$ cat config.mk
export PLATFORM = sky130hd
export DESIGN_NAME = rfc_top
export DESIGN_NICKNAME = d
export VERILOG_FILES = /design/src/rtl/rfc_pkg.sv /design/src/rtl/rfc_prescale.sv /design/src/rtl/rfc_top.sv
export SDC_FILE = /design/constraint.sdc
export NUM_CORES = 1
export LEC_CHECK = 0
export CORE_AREA = 5 5 154 119
export CTS_BUF_LIST = sky130_fd_sc_hd__clkbuf_4
export DETAILED_ROUTE_END_ITERATION = 16
export DIE_AREA = 0 0 159 124
export DONT_BUFFER_PORTS = 1
export GPL_TIMING_DRIVEN = 1
export HOLD_SLACK_MARGIN = 0.06
export SYNTH_ARGS = -nofsm -noshare
export SYNTH_HDL_FRONTEND = slang
export SYNTH_HIERARCHICAL = 1
export SYNTH_SLANG_ARGS = --single-unit
$ cat constraint.sdc
create_clock -name CLK_SYS_IN -period 4.35 [get_ports CLK_SYS_IN]
set_input_delay 0.87 -clock CLK_SYS_IN [delete_from_list [all_inputs] [get_ports CLK_SYS_IN]]
set_output_delay 0.87 -clock CLK_SYS_IN [all_outputs]
set_load 0.03 [all_outputs]
$ cat src/rtl/rfc_pkg.sv
// constants and types shared by the refresh controller
package rfc_pkg;
    // ---------------------------------------------
    // register indices, byte address is index * 4
    // ---------------------------------------------
    localparam logic [15:0] IDX_CONTROL = 16'hffac;
    localparam logic [15:0] IDX_CSR = 16'hffad;
    localparam logic [15:0] IDX_COUNT = 16'hffae;
    localparam logic [15:0] IDX_CONST = 16'hffaf;
    localparam logic [15:0] IDX_WAIT = 16'hffb0;
    // ---------------------------------------------
    // field positions
    // ---------------------------------------------
    localparam int CTL_SELF = 7;
    localparam int CTL_PSE = 6;
    localparam int CTL_DRE = 5;
    localparam int CTL_CAS = 4;
    localparam int CTL_M9 = 3;
    localparam int CTL_RFE = 2;
    localparam int CTL_RCY = 0;
    localparam int CSR_CMF = 7;
    localparam int CSR_CMIE = 6;
    localparam int CSR_CKS_HI = 5;
    localparam int CSR_CKS_LO = 3;
    localparam int WT_PIN = 2;
    // ---------------------------------------------
    // reset values and masks
    // ---------------------------------------------
    localparam logic [7:0] CONTROL_RST = 8'h02;
    localparam logic [7:0] CSR_RST = 8'h07;
    localparam logic [7:0] COUNT_RST = 8'h00;
    localparam logic [7:0] CONST_RST = 8'hff;
    localparam logic [7:0] WAIT_RST = 8'h00;
    localparam logic [7:0] CONTROL_ONES = 8'h02;
    localparam logic [7:0] CSR_ONES = 8'h07;
    localparam logic [7:0] CTL_LOCK_MASK = 8'h1d;
    localparam logic [7:0] CTL_FREE_MASK = 8'he0;
    localparam logic [7:0] WAIT_MASK = 8'h07;
    localparam logic [2:0] CKS_STOP = 3'h0;
    // ---------------------------------------------
    // memory size limits as byte address widths
    // ---------------------------------------------
    localparam int ADDR_W_1M = 17;
    localparam int ADDR_W_16M = 21;
    // ---------------------------------------------
    // sequencer states
    // ---------------------------------------------
    typedef enum logic [3:0] {
        ST_IDLE, ST_ROW, ST_COL, ST_WAIT, ST_HOLD,
        ST_REF_CAS, ST_REF_RAS, ST_REF_HOLD, ST_SELF, ST_END
    } rfc_state_type;
    // low bits of the prescaler that must be all ones per select code
    function automatic logic [3:0] div_bits(input logic [2:0] sel);
        logic [3:0] r;
        r = 4'h0;
        unique case (sel)
            3'h1: r = 4'h1;
            3'h2: r = 4'h3;
            3'h3: r = 4'h5;
            3'h4: r = 4'h7;
            3'h5: r = 4'h9;
            3'h6: r = 4'hb;
            3'h7: r = 4'hc;
            3'h0: r = 4'h0;
        endcase
        return r;
    endfunction
endpackage

$ cat src/rtl/rfc_prescale.sv
// clock prescaler producing one-cycle count ticks
`timescale 1ns/1ns
module rfc_prescale #(
    parameter int WIDTH = 12
) (
    input wire logic clk_in,
    input wire logic reset_in,
    input wire logic run_in,
    input wire logic [2:0] sel_in,
    output logic tick_out
);
    logic [WIDTH-1:0] div;
    logic [3:0] need;
    logic [WIDTH-1:0] mask;
    logic tick_q;

    initial begin
        if (WIDTH < 12 || WIDTH > 15) begin
            $error("prescaler width must be 12 to 15");
        end
    end

    always_comb begin
        need = rfc_pkg::div_bits(sel_in);
        mask = WIDTH'((1 << need) - 1);
    end

    always_ff @(posedge clk_in) begin
        if (reset_in) begin
            div <= '0;
        end else if (run_in) begin
            div <= div + WIDTH'(1);
        end
    end

    always_ff @(posedge clk_in) begin
        if (reset_in) begin
            tick_q <= 1'b0;
        end else if (run_in) begin
            tick_q <= (div & mask) == mask;
        end
    end

    // no stale tick once the select goes to stop
    assign tick_out = tick_q && sel_in != rfc_pkg::CKS_STOP;
endmodule

$ cat src/rtl/rfc_top.sv
// refresh controller for area 3 dynamic or pseudo-static memory
//
// What this block does
// - memory attaches only on area 3
// - 1-Mbyte modes limit memory to 128 kbytes
// - 16-Mbyte modes limit memory to 2 Mbytes
// - one function: dynamic, pseudo-static, or timer
// - dynamic memory: dual column or dual write strobes
// - column address is 8 or 9 bits
// - software sets the refresh interval
// - software enables self-refresh in both refresh functions
// - wait states may stretch memory accesses
// - pseudo-static memory refreshed by refresh strobe
// - timer function: counter is 8-bit up-counter
// - seven clock dividers, 2 to 4096
// - counter matching constant can raise interrupt
// - refresh strobe low during each refresh cycle
// - upper strobe: upper write or upper column
// - lower strobe: lower write or lower column
// - read strobe: column strobe or write enable
// - area 3 select is the row strobe
// - area 3 memory uses own three-state timing
// - reset: control 02, timer status 07
// - reset: counter 00, constant FF
// - block can be halted to save power
// - enables pick function; both set is illegal
// - match flag sets on equality, read-then-write-zero clears
// - select zero stops counter, one to seven divide
// - memory enabled locks settings, match flag still clears
//
// Decided for this implementation: the Wishbone interface to the registers.
`timescale 1ns/1ns
module rfc_top #(
    parameter int PRESCALE_W = 12
) (
    input wire logic CLK_SYS_IN,
    input wire logic RESET_IN,
    input wire logic CE_IN,
    input wire logic MODULE_STOP_IN,
    input wire logic STANDBY_IN,
    input wire logic MODE_16M_IN,
    input wire logic WAIT_PIN_N_IN,
    input wire logic WB_CYC_IN,
    input wire logic WB_STB_IN,
    input wire logic WB_WE_IN,
    input wire logic [17:0] WB_ADR_IN,
    input wire logic [3:0] WB_SEL_IN,
    input wire logic [31:0] WB_DAT_IN,
    output logic [31:0] WB_DAT_OUT,
    output logic WB_ACK_OUT,
    input wire logic ACC_REQ_IN,
    input wire logic ACC_WE_IN,
    input wire logic [1:0] ACC_BE_IN,
    input wire logic [20:0] ACC_ADDR_IN,
    output logic ACC_DONE_OUT,
    output logic ACC_ERR_OUT,
    output logic [9:0] MEM_ADDR_OUT,
    output logic AREA3_SELECT_N_OUT,
    output logic UPPER_BYTE_STROBE_N_OUT,
    output logic LOWER_BYTE_STROBE_N_OUT,
    output logic READ_STROBE_N_OUT,
    output logic REFRESH_STROBE_N_OUT,
    output logic MATCH_INTERRUPT_OUT
);
    logic [7:0] control;
    logic [7:0] csr;
    logic [7:0] count;
    logic [7:0] constant;
    logic [7:0] wait_cfg;
    logic cmf_armed;
    logic [7:0] rd_data;
    logic hit_ctl, hit_csr, hit_cnt, hit_cor, hit_wt;
    logic wr_go, rd_go;
    logic mem_en, is_dram, is_ps, locked;
    logic tick, match, ref_pending, self_req;
    logic wait_s1, wait_s2;
    logic [1:0] wait_left;
    logic in_range, is_acc;
    rfc_pkg::rfc_state_type state;
    rfc_pkg::rfc_state_type next_state;
    logic [7:0] next_control;

    initial begin
        if (PRESCALE_W < 12) begin
            $error("prescaler too narrow for the largest divider");
        end
    end

    // ---------------------------------------------
    // register bus
    // ---------------------------------------------
    function automatic logic hit(input logic [17:0] adr, input logic [15:0] idx);
        return adr[17:2] == idx;
    endfunction

    always_comb begin
        hit_ctl = hit(WB_ADR_IN, rfc_pkg::IDX_CONTROL);
        hit_csr = hit(WB_ADR_IN, rfc_pkg::IDX_CSR);
        hit_cnt = hit(WB_ADR_IN, rfc_pkg::IDX_COUNT);
        hit_cor = hit(WB_ADR_IN, rfc_pkg::IDX_CONST);
        hit_wt = hit(WB_ADR_IN, rfc_pkg::IDX_WAIT);
        wr_go = WB_CYC_IN && WB_STB_IN && WB_WE_IN && WB_ACK_OUT && WB_SEL_IN[0];
        rd_go = WB_CYC_IN && WB_STB_IN && !WB_WE_IN && WB_ACK_OUT;
        is_dram = control[rfc_pkg::CTL_DRE] && !control[rfc_pkg::CTL_PSE];
        is_ps = control[rfc_pkg::CTL_PSE] && !control[rfc_pkg::CTL_DRE];
        mem_en = is_dram || is_ps;
        locked = control[rfc_pkg::CTL_DRE] || control[rfc_pkg::CTL_PSE];
        match = count == constant;
        rd_data = 8'h00;
        if (hit_ctl) begin
            rd_data = control | rfc_pkg::CONTROL_ONES;
        end else if (hit_csr) begin
            rd_data = csr | rfc_pkg::CSR_ONES;
        end else if (hit_cnt) begin
            rd_data = count;
        end else if (hit_cor) begin
            rd_data = constant;
        end else if (hit_wt) begin
            rd_data = wait_cfg;
        end
    end

    always_ff @(posedge CLK_SYS_IN) begin
        if (RESET_IN) begin
            WB_ACK_OUT <= 1'b0;
            WB_DAT_OUT <= '0;
        end else if (CE_IN) begin
            WB_ACK_OUT <= WB_CYC_IN && WB_STB_IN && !WB_ACK_OUT;
            WB_DAT_OUT <= {24'h00_0000, rd_data};
        end
    end

    // ---------------------------------------------
    // control register
    // ---------------------------------------------
    always_comb begin
        next_control = control;
        if (wr_go && hit_ctl) begin
            if (locked) begin
                next_control = (WB_DAT_IN[7:0] & rfc_pkg::CTL_FREE_MASK)
                             | (control & rfc_pkg::CTL_LOCK_MASK);
            end else begin
                next_control = WB_DAT_IN[7:0] & ~rfc_pkg::CONTROL_ONES;
            end
            if (next_control[rfc_pkg::CTL_PSE] && next_control[rfc_pkg::CTL_DRE]) begin
                next_control = control;
            end
        end
    end

    always_ff @(posedge CLK_SYS_IN) begin
        if (RESET_IN) begin
            control <= rfc_pkg::CONTROL_RST & ~rfc_pkg::CONTROL_ONES;
            wait_cfg <= rfc_pkg::WAIT_RST;
        end else if (CE_IN) begin
            control <= next_control;
            if (wr_go && hit_wt) begin
                wait_cfg <= WB_DAT_IN[7:0] & rfc_pkg::WAIT_MASK;
            end
        end
    end

    // ---------------------------------------------
    // timer status, counter, constant
    // ---------------------------------------------
    rfc_prescale #(
        .WIDTH(PRESCALE_W)
    ) u_prescale (
        .clk_in(CLK_SYS_IN),
        .reset_in(RESET_IN),
        .run_in(CE_IN && !MODULE_STOP_IN),
        .sel_in(csr[rfc_pkg::CSR_CKS_HI:rfc_pkg::CSR_CKS_LO]),
        .tick_out(tick)
    );

    always_ff @(posedge CLK_SYS_IN) begin
        if (RESET_IN) begin
            csr <= rfc_pkg::CSR_RST & ~rfc_pkg::CSR_ONES;
            cmf_armed <= 1'b0;
        end else if (CE_IN) begin
            if (rd_go && hit_csr && csr[rfc_pkg::CSR_CMF]) begin
                cmf_armed <= 1'b1;
            end
            if (wr_go && hit_csr && !locked) begin
                csr[rfc_pkg::CSR_CKS_HI:rfc_pkg::CSR_CKS_LO] <=
                    WB_DAT_IN[rfc_pkg::CSR_CKS_HI:rfc_pkg::CSR_CKS_LO];
                csr[rfc_pkg::CSR_CMIE] <= WB_DAT_IN[rfc_pkg::CSR_CMIE];
            end
            if (locked) begin
                csr[rfc_pkg::CSR_CMIE] <= 1'b0;
            end
            // set wins over the clear
            if (tick && match && !MODULE_STOP_IN) begin
                csr[rfc_pkg::CSR_CMF] <= 1'b1;
            end else if (wr_go && hit_csr && cmf_armed && !WB_DAT_IN[rfc_pkg::CSR_CMF]) begin
                csr[rfc_pkg::CSR_CMF] <= 1'b0;
                cmf_armed <= 1'b0;
            end
        end
    end

    always_ff @(posedge CLK_SYS_IN) begin
        if (RESET_IN) begin
            count <= rfc_pkg::COUNT_RST;
            constant <= rfc_pkg::CONST_RST;
        end else if (CE_IN) begin
            if (wr_go && hit_cor && !locked) begin
                constant <= WB_DAT_IN[7:0];
            end
            if (wr_go && hit_cnt && !locked) begin
                count <= WB_DAT_IN[7:0];
            end else if (tick && !MODULE_STOP_IN) begin
                count <= match ? rfc_pkg::COUNT_RST : count + 8'h01;
            end
        end
    end

    always_ff @(posedge CLK_SYS_IN) begin
        if (RESET_IN) begin
            MATCH_INTERRUPT_OUT <= 1'b0;
            ref_pending <= 1'b0;
        end else if (CE_IN) begin
            MATCH_INTERRUPT_OUT <= csr[rfc_pkg::CSR_CMF] && csr[rfc_pkg::CSR_CMIE];
            if (tick && match && !MODULE_STOP_IN && mem_en && control[rfc_pkg::CTL_RCY]) begin
                ref_pending <= 1'b1;
            end else if (next_state == rfc_pkg::ST_REF_CAS || !mem_en) begin
                ref_pending <= 1'b0;
            end
        end
    end

    // ---------------------------------------------
    // area 3 sequencer
    // ---------------------------------------------
    always_ff @(posedge CLK_SYS_IN) begin
        if (RESET_IN) begin
            wait_s1 <= 1'b1;
            wait_s2 <= 1'b1;
        end else if (CE_IN) begin
            wait_s1 <= WAIT_PIN_N_IN;
            wait_s2 <= wait_s1;
        end
    end

    always_comb begin
        self_req = STANDBY_IN && control[rfc_pkg::CTL_SELF] && mem_en;
        in_range = (ACC_ADDR_IN >> (MODE_16M_IN ? rfc_pkg::ADDR_W_16M : rfc_pkg::ADDR_W_1M)) == '0;
        next_state = state;
        unique case (state)
            rfc_pkg::ST_IDLE: begin
                if (self_req) begin
                    next_state = rfc_pkg::ST_SELF;
                end else if (ref_pending) begin
                    next_state = rfc_pkg::ST_REF_CAS;
                end else if (ACC_REQ_IN && !ACC_DONE_OUT) begin // done high: request already served
                    next_state = (mem_en && in_range) ? rfc_pkg::ST_ROW : rfc_pkg::ST_END;
                end
            end
            rfc_pkg::ST_ROW: next_state = rfc_pkg::ST_COL;
            rfc_pkg::ST_COL: next_state = wait_left != 2'h0 ? rfc_pkg::ST_WAIT : rfc_pkg::ST_HOLD;
            rfc_pkg::ST_WAIT: begin
                if (wait_left == 2'h0 && (wait_s2 || !wait_cfg[rfc_pkg::WT_PIN])) begin
                    next_state = rfc_pkg::ST_HOLD;
                end
            end
            rfc_pkg::ST_HOLD: next_state = rfc_pkg::ST_END;
            rfc_pkg::ST_REF_CAS: next_state = rfc_pkg::ST_REF_RAS;
            rfc_pkg::ST_REF_RAS: next_state = rfc_pkg::ST_REF_HOLD;
            rfc_pkg::ST_REF_HOLD: next_state = rfc_pkg::ST_END;
            rfc_pkg::ST_SELF: next_state = self_req ? rfc_pkg::ST_SELF : rfc_pkg::ST_END;
            rfc_pkg::ST_END: next_state = rfc_pkg::ST_IDLE;
            default: next_state = rfc_pkg::ST_IDLE;
        endcase
    end

    always_ff @(posedge CLK_SYS_IN) begin
        if (RESET_IN) begin
            state <= rfc_pkg::ST_IDLE;
            wait_left <= 2'h0;
            is_acc <= 1'b0;
        end else if (CE_IN) begin
            state <= next_state;
            if (state == rfc_pkg::ST_IDLE) begin
                wait_left <= wait_cfg[1:0];
                is_acc <= next_state == rfc_pkg::ST_ROW || next_state == rfc_pkg::ST_END;
            end else if (state == rfc_pkg::ST_WAIT && wait_left != 2'h0) begin
                wait_left <= wait_left - 2'h1;
            end
        end
    end

    // ---------------------------------------------
    // memory pins
    // ---------------------------------------------
    logic acc_ph, cas_ph, ref_cas, ref_ras, ref_any;
    logic [19:0] word;
    always_comb begin
        word = ACC_ADDR_IN[20:1];
        acc_ph = state inside {rfc_pkg::ST_ROW, rfc_pkg::ST_COL, rfc_pkg::ST_WAIT, rfc_pkg::ST_HOLD};
        cas_ph = state inside {rfc_pkg::ST_COL, rfc_pkg::ST_WAIT, rfc_pkg::ST_HOLD};
        ref_any = state inside {rfc_pkg::ST_REF_CAS, rfc_pkg::ST_REF_RAS, rfc_pkg::ST_REF_HOLD,
                                rfc_pkg::ST_SELF};
        ref_cas = is_dram && ref_any;
        ref_ras = is_dram && (ref_any && state != rfc_pkg::ST_REF_CAS);
    end

    always_ff @(posedge CLK_SYS_IN) begin
        if (RESET_IN) begin
            MEM_ADDR_OUT <= '0;
            AREA3_SELECT_N_OUT <= 1'b1;
            UPPER_BYTE_STROBE_N_OUT <= 1'b1;
            LOWER_BYTE_STROBE_N_OUT <= 1'b1;
            READ_STROBE_N_OUT <= 1'b1;
            REFRESH_STROBE_N_OUT <= 1'b1;
            ACC_DONE_OUT <= 1'b0;
            ACC_ERR_OUT <= 1'b0;
        end else if (CE_IN) begin
            if (state == rfc_pkg::ST_ROW) begin
                MEM_ADDR_OUT <= control[rfc_pkg::CTL_M9] ? word[18:9] : {word[17:8]};
            end else begin
                MEM_ADDR_OUT <= control[rfc_pkg::CTL_M9] ? {1'b0, word[8:0]} : {2'b00, word[7:0]};
            end
            AREA3_SELECT_N_OUT <= !(acc_ph || ref_ras);
            REFRESH_STROBE_N_OUT <= !(ref_any && control[rfc_pkg::CTL_RFE]);
            if (is_dram && control[rfc_pkg::CTL_CAS]) begin
                UPPER_BYTE_STROBE_N_OUT <= !(cas_ph && ACC_BE_IN[1] || ref_cas);
                LOWER_BYTE_STROBE_N_OUT <= !(cas_ph && ACC_BE_IN[0] || ref_cas);
                READ_STROBE_N_OUT <= !(cas_ph && ACC_WE_IN);
            end else begin
                UPPER_BYTE_STROBE_N_OUT <= !(cas_ph && ACC_WE_IN && ACC_BE_IN[1]);
                LOWER_BYTE_STROBE_N_OUT <= !(cas_ph && ACC_WE_IN && ACC_BE_IN[0]);
                READ_STROBE_N_OUT <= !(is_dram ? (cas_ph || ref_cas) : (cas_ph && !ACC_WE_IN));
            end
            ACC_DONE_OUT <= state == rfc_pkg::ST_END && is_acc;
            ACC_ERR_OUT <= state == rfc_pkg::ST_END && is_acc && !mem_en;
        end
    end

    // ---------------------------------------------
    // checks
    // ---------------------------------------------
    property p_reset_vals;
        @(posedge CLK_SYS_IN) $past(RESET_IN) && !RESET_IN |->
            (control | rfc_pkg::CONTROL_ONES) == rfc_pkg::CONTROL_RST &&
            (csr | rfc_pkg::CSR_ONES) == rfc_pkg::CSR_RST;
    endproperty
    a_reset_vals: assert property (p_reset_vals) else $error("control reset value wrong");

    property p_reset_cnt;
        @(posedge CLK_SYS_IN) $past(RESET_IN) && !RESET_IN |->
            count == rfc_pkg::COUNT_RST && constant == rfc_pkg::CONST_RST;
    endproperty
    a_reset_cnt: assert property (p_reset_cnt) else $error("counter reset value wrong");

    property p_no_both;
        @(posedge CLK_SYS_IN) disable iff (RESET_IN)
            !(control[rfc_pkg::CTL_PSE] && control[rfc_pkg::CTL_DRE]);
    endproperty
    a_no_both: assert property (p_no_both) else $error("both memory enables set");

    property p_lock;
        @(posedge CLK_SYS_IN) disable iff (RESET_IN || !CE_IN)
            locked && wr_go |=> (control & rfc_pkg::CTL_LOCK_MASK) ==
                ($past(control) & rfc_pkg::CTL_LOCK_MASK) && $stable(constant);
    endproperty
    a_lock: assert property (p_lock) else $error("locked setting changed");

    property p_cmf_set;
        @(posedge CLK_SYS_IN) disable iff (RESET_IN || !CE_IN)
            tick && match && !MODULE_STOP_IN |=> csr[rfc_pkg::CSR_CMF] ##1
                MATCH_INTERRUPT_OUT == $past(csr[rfc_pkg::CSR_CMIE]);
    endproperty
    a_cmf_set: assert property (p_cmf_set) else $error("match flag not set");

    property p_stop;
        @(posedge CLK_SYS_IN) disable iff (RESET_IN || !CE_IN)
            csr[rfc_pkg::CSR_CKS_HI:rfc_pkg::CSR_CKS_LO] == rfc_pkg::CKS_STOP && !(wr_go && hit_cnt)
                |=> $stable(count);
    endproperty
    a_stop: assert property (p_stop) else $error("counter moved while stopped");

    property p_access;
        @(posedge CLK_SYS_IN) disable iff (RESET_IN || !CE_IN)
            state == rfc_pkg::ST_ROW |=> state == rfc_pkg::ST_COL ##1 !AREA3_SELECT_N_OUT;
    endproperty
    a_access: assert property (p_access) else $error("access sequence wrong");

    property p_cbr;
        @(posedge CLK_SYS_IN) disable iff (RESET_IN || !CE_IN)
            state == rfc_pkg::ST_REF_CAS && is_dram |=> AREA3_SELECT_N_OUT ##1 !AREA3_SELECT_N_OUT;
    endproperty
    a_cbr: assert property (p_cbr) else $error("row strobe before column strobe");

    property p_refresh_strobe;
        @(posedge CLK_SYS_IN) disable iff (RESET_IN || !CE_IN)
            state == rfc_pkg::ST_REF_CAS && control[rfc_pkg::CTL_RFE] |=> !REFRESH_STROBE_N_OUT[*3];
    endproperty
    a_refresh_strobe: assert property (p_refresh_strobe) else $error("refresh strobe not low");

    property p_wait;
        @(posedge CLK_SYS_IN) disable iff (RESET_IN || !CE_IN)
            state == rfc_pkg::ST_COL && wait_left != 2'h0 |=> state == rfc_pkg::ST_WAIT;
    endproperty
    a_wait: assert property (p_wait) else $error("wait state skipped");
endmodule

==> results.toml, run 1 <==
[power]
powerDensity_mw_per_mm2 = 299
total_power_w = 0.00151
p_leak_nw = 1.75
max-vdd-ir-drop_mv = 0.148

[yosys]
synth-main-ff-cell = "dfxtp_1"
synth_area_per_cell_sq_um = 8.16
yosysSeqAreaShare_pct = 33.8
synth_top_family_by_area = "simple AND/OR/NAND/NOR gates"
synthArstFlopShare_pct = 0
synthAdderAreaFrac_pct = 2.32
yosys_warnings = 6
synth_edf_count = 0
synth_area_sq_mm = 0.00486
synth_compound_area_share_pct = 16.7
synthMuxAreaShare_pct = 10.4
synthCells = 596
netlist-cell-type-count = 67
synth.ff_latch_count = 82
synth_xor_area_share_pct = 3.42
synth_simple_gate_area_share_pct = 24.4

[grt]
antenna_found_initial = 1
use_met3_pct = 4.86
use_met2_pct = 19.2
grt_pass1_vias = 3729
grt_start_max_net_pins = 70
grt_busiest_layer = "met1"
grt_overflow = 0
grt_use_met1_pct = 19.6
grt_pass1_wl_um = 21200
grt_usage_pct = 13.5

[clocking]
cts_resized = 0
clock_latency_ps = 440
clkSinkCount = 82
cts.path.max_buffers = 2
cts_setup_buffers = 0
clk_pin_slew_worst_paths_ps = 130
cts_tree = "done"
cts_made_buffers = 9
h-tree-depth = 3
hold_buffers = 0
clockRootBuffer = "clkbuf_4"

[critical_path]
reg2reg_depth = 7
crit_arrival_ps = 3150
rrSetupSlack_ps = 1590
crit_fanout = 11
r2r-end = "count[5]$_SDFFE_PP0P_"
timing.rr.start = "csr[4]$_SDFFE_PP0P_"
critPathKind = "register to register"
start_kind = "register"
end_kind = "register"
cp.required_ps = 4730

[timing]
post-route-period-util_pct = 63.6
fmax_mhz = 362
worst_pin_slew_ps = 851
rsz0062_at_grt = "false"
period_needed_ps = 2760
hold_viol = 0
hold_slack_ps = 489
clock_skew_ps = 16.1
setup_viol = 0
fin_setup_tns_ps = 0
relSlewSlack_pct = 43.2
drv_slew = 0

[placement]
place.gp.congestion = 0.831
port_buffers = 0
place_area_sq_mm = 0.00489
place_hpwl_um = 9950

[route]
antenna_left = 0
initialDrtViolationCount = 384
drc = 0
finalWirelength_um = 13500
drt-vias-per-instance = 5.11
vias = 4064
wl_per_cell_um = 17.0
dr.pass1.iters = 5

[die]
die_w_um = 159
core_area_sq_mm = 0.0166
die_h_um = 124
start_util_pct = 29.4
ioPinCount = 140
fp.dieArea_sq_mm = 0.0197
row_count = 41

[min_path]
min_from = "RESET_IN"
min_path_type = "input pin to register"
hold_depth = 1
hold_end = "u_prescale/div[10]$_SDFFE_PP0P_"

[final_layout]
drive_gt1_share_pct = 6.21
synthToLayoutAreaGrowth_pct = 4.24
postLayoutCoreUtil_pct = 30.6
antenna_cells = 0
fin_nets = 673
final_area_sq_mm = 0.00507

[job]
drv_cap = 0

[status]
outcome = "completed"
-- through the flow --
stage / worst slack, ps / instances
2_1_floorplan: 1810 / 619
3_3_place_gp: 1530 / 779
3_5_place_dp: 1530 / 779
4_1_cts: 1610 / 795
5_1_grt: 1380 / 795
6_report: 1590 / 795
-- metal layers --
metal | part of all wire [%] | wire length (um)
met1 | 49 | 6670
met2 | 42 | 5650
met3 | 8.0 | 1080
met4 | 0.84 | 114
met5 | 0.052 | 7
-- layout by cell type, fill, tap and decap left out, types with 10 or more instances in the layout --
cell type	netlist	layout
nand2_1	57	57
nand3_1	14	14
nor2_1	77	77
a21oi_1	46	46
mux2i_1	47	47
conb_1	1	24
xnor2_1	14	14
inv_1	21	21
dfxtp_1	82	82
clkbuf_4	0	10
o21ai_0	21	21
-- registers in the layout (all words and copies together), names as in the netlist, 2 cells and up --
signal and flops:
MEM_ADDR_OUT 10, WB_DAT_OUT 8, constant 8, control 7, count 8, csr 5
state 4, u_prescale/div 12, wait_cfg 3, wait_left 2
-- cell type report --
cell class	count	area, sq um
clock buffers	10	75.1
well taps	215	269
inverters	22	82.6
clock inverters	6	105
multi-input cells	457	2870
flip-flops and latches	82	1640
fillers	1780	11500
repair buffers	3	22.5
-- report_power, final --
group / internal [W] / switching (W)
logic: 0.0000489 / 0.0000903
registers: 0.000771 / 0.0000444
clock network: 0.000294 / 0.000266
total: 0.00111 / 0.000400
-- how the worst max path moves through the flow --
| stage | cells after the start | start | slack (ps) | end |
|---|---|---|---|---|
| 2_1_floorplan | 10 | CE_IN | 1810 | u_prescale/tick_q$_SDFFE_PP0P_ |
| 3_3_place_gp | 6 | WB_SEL_IN[0] | 1530 | count[5]$_SDFFE_PP0P_ |
| 3_5_place_dp | 6 | WB_SEL_IN[0] | 1530 | count[5]$_SDFFE_PP0P_ |
| 4_1_cts | 7 | csr[4]$_SDFFE_PP0P_ | 1610 | count[5]$_SDFFE_PP0P_ |
| 5_1_grt | 7 | csr[4]$_SDFFE_PP0P_ | 1380 | count[5]$_SDFFE_PP0P_ |
| 6_report | 7 | csr[4]$_SDFFE_PP0P_ | 1590 | count[5]$_SDFFE_PP0P_ |
-- critical path, stage by stage (launching register included) --
cell and delay [ps]:
dfxtp_1 570, inv_1 120, ha_1 200, a21boi_0 140
nor2b_1 540, a22oi_1 430, or4_1 590, a21oi_1 130
-- synth_stat cells, types with 4 or more instances --
master     n  area share, %
nand2b_1   7           0.90
nand3_1   14            1.4
nor3_2     4           0.82
buf_1      5           0.39
o21ai_0   21            2.2
a221o_1    4           0.82
mux2i_1   47            9.7
xnor2_1   14            2.5
nand4_1    7           0.90
o211ai_1   4           0.62
nor2_1    77            5.9
nor4_1     7           0.90
dfxtp_1   82             34
clkbuf_1  18            1.4
a211oi_1   7            1.1
a31oi_1    5           0.64
nand2_1   57            4.4
and3_1     8            1.0
a22oi_1    9            1.4
o22ai_1    4           0.51
buf_4     25            3.9
buf_2      6           0.62
nor2b_1    6           0.77
ha_1       9            2.3
a21oi_1   46            4.7
nor3_1     8           0.82
xor2_1     5           0.90
inv_1     21            1.6
-- cell families after synthesis --
kind of cell / count (synthesis)
and+or+nand+nor: 227
buffers and inverters: 80
DFF: 82
AOI/OAI and AO/OA: 128
xor gates and xnor gates: 19
muxes: 50
other: 1
adders and majority gates: 9
Power figures use the tool's default switching activity.
==> run 2: changes to the inputs <==
--- a/config.mk
+++ b/config.mk
@@ -5,10 +5,11 @@
 export SDC_FILE = /design/constraint.sdc
 export NUM_CORES = 1
 export LEC_CHECK = 0
-export CORE_AREA = 5 5 154 119
+export ABC_AREA = 1
+export CORE_AREA = 5 5 158 122
 export CTS_BUF_LIST = sky130_fd_sc_hd__clkbuf_4
 export DETAILED_ROUTE_END_ITERATION = 16
-export DIE_AREA = 0 0 159 124
+export DIE_AREA = 0 0 163 127
 export DONT_BUFFER_PORTS = 1
 export GPL_TIMING_DRIVEN = 1
 export HOLD_SLACK_MARGIN = 0.06
==> constraint.sdc (replaced) <==
create_clock -name CLK_SYS_IN -period 2.43 [get_ports CLK_SYS_IN]
set_input_delay 0.486 -clock CLK_SYS_IN [delete_from_list [all_inputs] [get_ports CLK_SYS_IN]]
set_output_delay 0.486 -clock CLK_SYS_IN [all_outputs]
set_load 0.03 [all_outputs]
==> results.toml, run 2 <==
[timing]
hold_viol = 0
setup_viol = 0
fin_setup_tns_ps = 0
worst_pin_slew_ps = 528
hold_slack_ps = 108
rsz0062_at_grt = "false"
clock_skew_ps = 17.5
post-route-period-util_pct = 79.0
period_needed_ps = 1920
drv_slew = 0
relSlewSlack_pct = 64.5
fmax_mhz = 521

[final_layout]
final_common_cell = "nand2_1"
final_cell_mix = "168 x nand2_1, 95 x nor2_1, 95 x inv_1, 82 x dfxtp_1, 62 x a21oi_1"
antenna_cells = 0
final_area_sq_mm = 0.00546
reg_top3 = "u_prescale/div x12, MEM_ADDR_OUT x10"
fin_nets = 874
postLayoutCoreUtil_pct = 31.3
synthToLayoutAreaGrowth_pct = 6.29
largest_register_ffs = 12
drive_gt1_share_pct = 8.08
regMostFlops = "u_prescale/div"

[route]
wl_per_cell_um = 13.6
initialDrtViolationCount = 434
drt-vias-per-instance = 4.66
dr.pass1.iters = 4
vias = 4758
finalWirelength_um = 13900
antenna_left = 0
drc = 0

[clocking]
clockRootBuffer = "clkbuf_4"
clk_pin_slew_worst_paths_ps = 130
h-tree-depth = 3
cts_resized = 0
hold_buffers = 0
cts_setup_buffers = 0
clkSinkCount = 82
cts.path.max_buffers = 2
clock_latency_ps = 430
cts_made_buffers = 9
cts_tree = "done"

[placement]
port_buffers = 0
place_hpwl_um = 10500
place.gp.congestion = 0.850
place_area_sq_mm = 0.00527

[critical_path]
crit_path_end = "constant[3]$_SDFFE_PP1P_"
start_kind = "register"
rrSetupSlack_ps = 510
crit_arrival_ps = 2210
reg2reg_depth = 8
r2r-end = "constant[3]$_SDFFE_PP1P_"
crit_fanout = 16
startpoint = "WB_ACK_OUT$_SDFFE_PP0P_"
timing.rr.start = "WB_ACK_OUT$_SDFFE_PP0P_"
critPathKind = "register to register"
end_kind = "register"
cp.required_ps = 2720

[power]
p_leak_nw = 2.42
clkPwrFrac_pct = 36.4
combPwrFrac_pct = 10.7
p_int_w = 0.00199
p_sw_w = 0.000755
power_frac_seq_pct = 52.9
powerDensity_mw_per_mm2 = 504
max-vdd-ir-drop_mv = 0.293
swShare_pct = 27.5

[grt]
grt_overflow = 0
grt_pass1_vias = 4352
grt_pass1_wl_um = 22400
grt_start_max_net_pins = 51
antenna_found_initial = 0
grt_usage_pct = 13.2

[yosys]
yosysSeqAreaShare_pct = 32.0
synth.ff_latch_count = 82
synth_top_cell_by_area = "dfxtp_1"
synth_area_per_cell_sq_um = 6.56
synth_area_sq_mm = 0.00513
synthArstFlopShare_pct = 0
ys_top_cells_by_area = "dfxtp_1 32%, nand2_1 12%, inv_1 6.9%, nor2_1 6.9%, a21oi_1 6.0%"
synth_top_area_share_pct = 32.0
yosysMostFrequentCell = "nand2_1"
yosys_warnings = 6
synthCells = 782
synth_edf_count = 0
synth_common_cells = "168 x nand2_1, 95 x inv_1, 95 x nor2_1"
synth-main-ff-cell = "dfxtp_1"
netlist-cell-type-count = 44

[die]
ioPinCount = 140
start_util_pct = 29.4
core_area_sq_mm = 0.0174
fp.dieArea_sq_mm = 0.0207
die_h_um = 127
row_count = 42
die_w_um = 163

[job]
drv_cap = 0

[min_path]
min_path_type = "input pin to register"
hold_depth = 1

[status]
outcome = "completed"
[run 2: power by group through the flow]
| stage | Sequential (W) | Clock [W] | Combinational [W] |
|---|---|---|---|
| 2_1_floorplan | 0.00148 | 0 | 0.000285 |
| 3_3_place_gp | 0.00148 | 0 | 0.000288 |
| 3_5_place_dp | 0.00148 | 0 | 0.000290 |
| 4_1_cts | 0.00145 | 0.00103 | 0.000291 |
| 5_1_grt | 0.00146 | 0.00110 | 0.000334 |
| 6_report | 0.00145 | 0.00100 | 0.000295 |
[run 2: area by class of cell]
type	count	area, sq um
flip-flops and latches	82	1640
repair buffers	7	55.1
fillers	1952	12000
clock inverters	5	104
multi-input cells	573	2890
clock buffers	10	75.1
inverters	103	389
well taps	242	303
[run 2: how the worst min path moves through the flow]
stage,startpoint,end
6_report,RESET_IN,WB_DAT_OUT[4]$_SDFFE_PP0P_
5_1_grt,RESET_IN,u_prescale/div[9]$_SDFFE_PP0P_
3_3_place_gp,wait_s1$_SDFFE_PP1P_,wait_s1$_SDFFE_PP1P_
3_5_place_dp,wait_s1$_SDFFE_PP1P_,wait_s1$_SDFFE_PP1P_
2_1_floorplan,wait_s1$_SDFFE_PP1P_,wait_s1$_SDFFE_PP1P_
4_1_cts,RESET_IN,WB_DAT_OUT[5]$_SDFFE_PP0P_
[run 2: through the flow]
| stage | power (W) | cells | setup WS (ps) |
|---|---|---|---|
| 5_1_grt | 0.00290 | 1022 | 263 |
| 4_1_cts | 0.00278 | 1021 | 537 |
| 3_5_place_dp | 0.00177 | 1006 | 414 |
| 6_report | 0.00275 | 1022 | 510 |
| 2_1_floorplan | 0.00176 | 805 | 301 |
| 3_3_place_gp | 0.00177 | 1006 | 469 |
[run 2: layer usage]
metal  GRT usage (%)  routed length, um  part of all wire [%]  up-vias
met5               0                  0                     0        -
met4            2.61                 92                  0.66        0
met3            4.06               1050                   7.6        9
met2            19.6               5780                    42      139
met1            19.1               6980                    50     2121
li1                -                  -                     -     2489
[run 2: cell families after synthesis]
| family | share of synthesized area [%] |
|---|---|
| XOR/XNOR | 1.37 |
| buffers and inverters | 13.4 |
| flip-flops | 32.0 |
| other | 0.0731 |
| adder cells (fa/ha/maj) | 2.19 |
| AND/OR/NAND/NOR | 33.8 |
| AO/OA/AOI/OAI | 17.1 |
[run 2: worst max-delay path, cell delays in order (launching register included)]
cell,delay (ps)
dfxtp_1,340
buf_4,170
nand3_1,130
nor2_4,200
nand2_1,170
nor2_1,210
nand3_2,310
nand2_1,150
o211ai_1,100
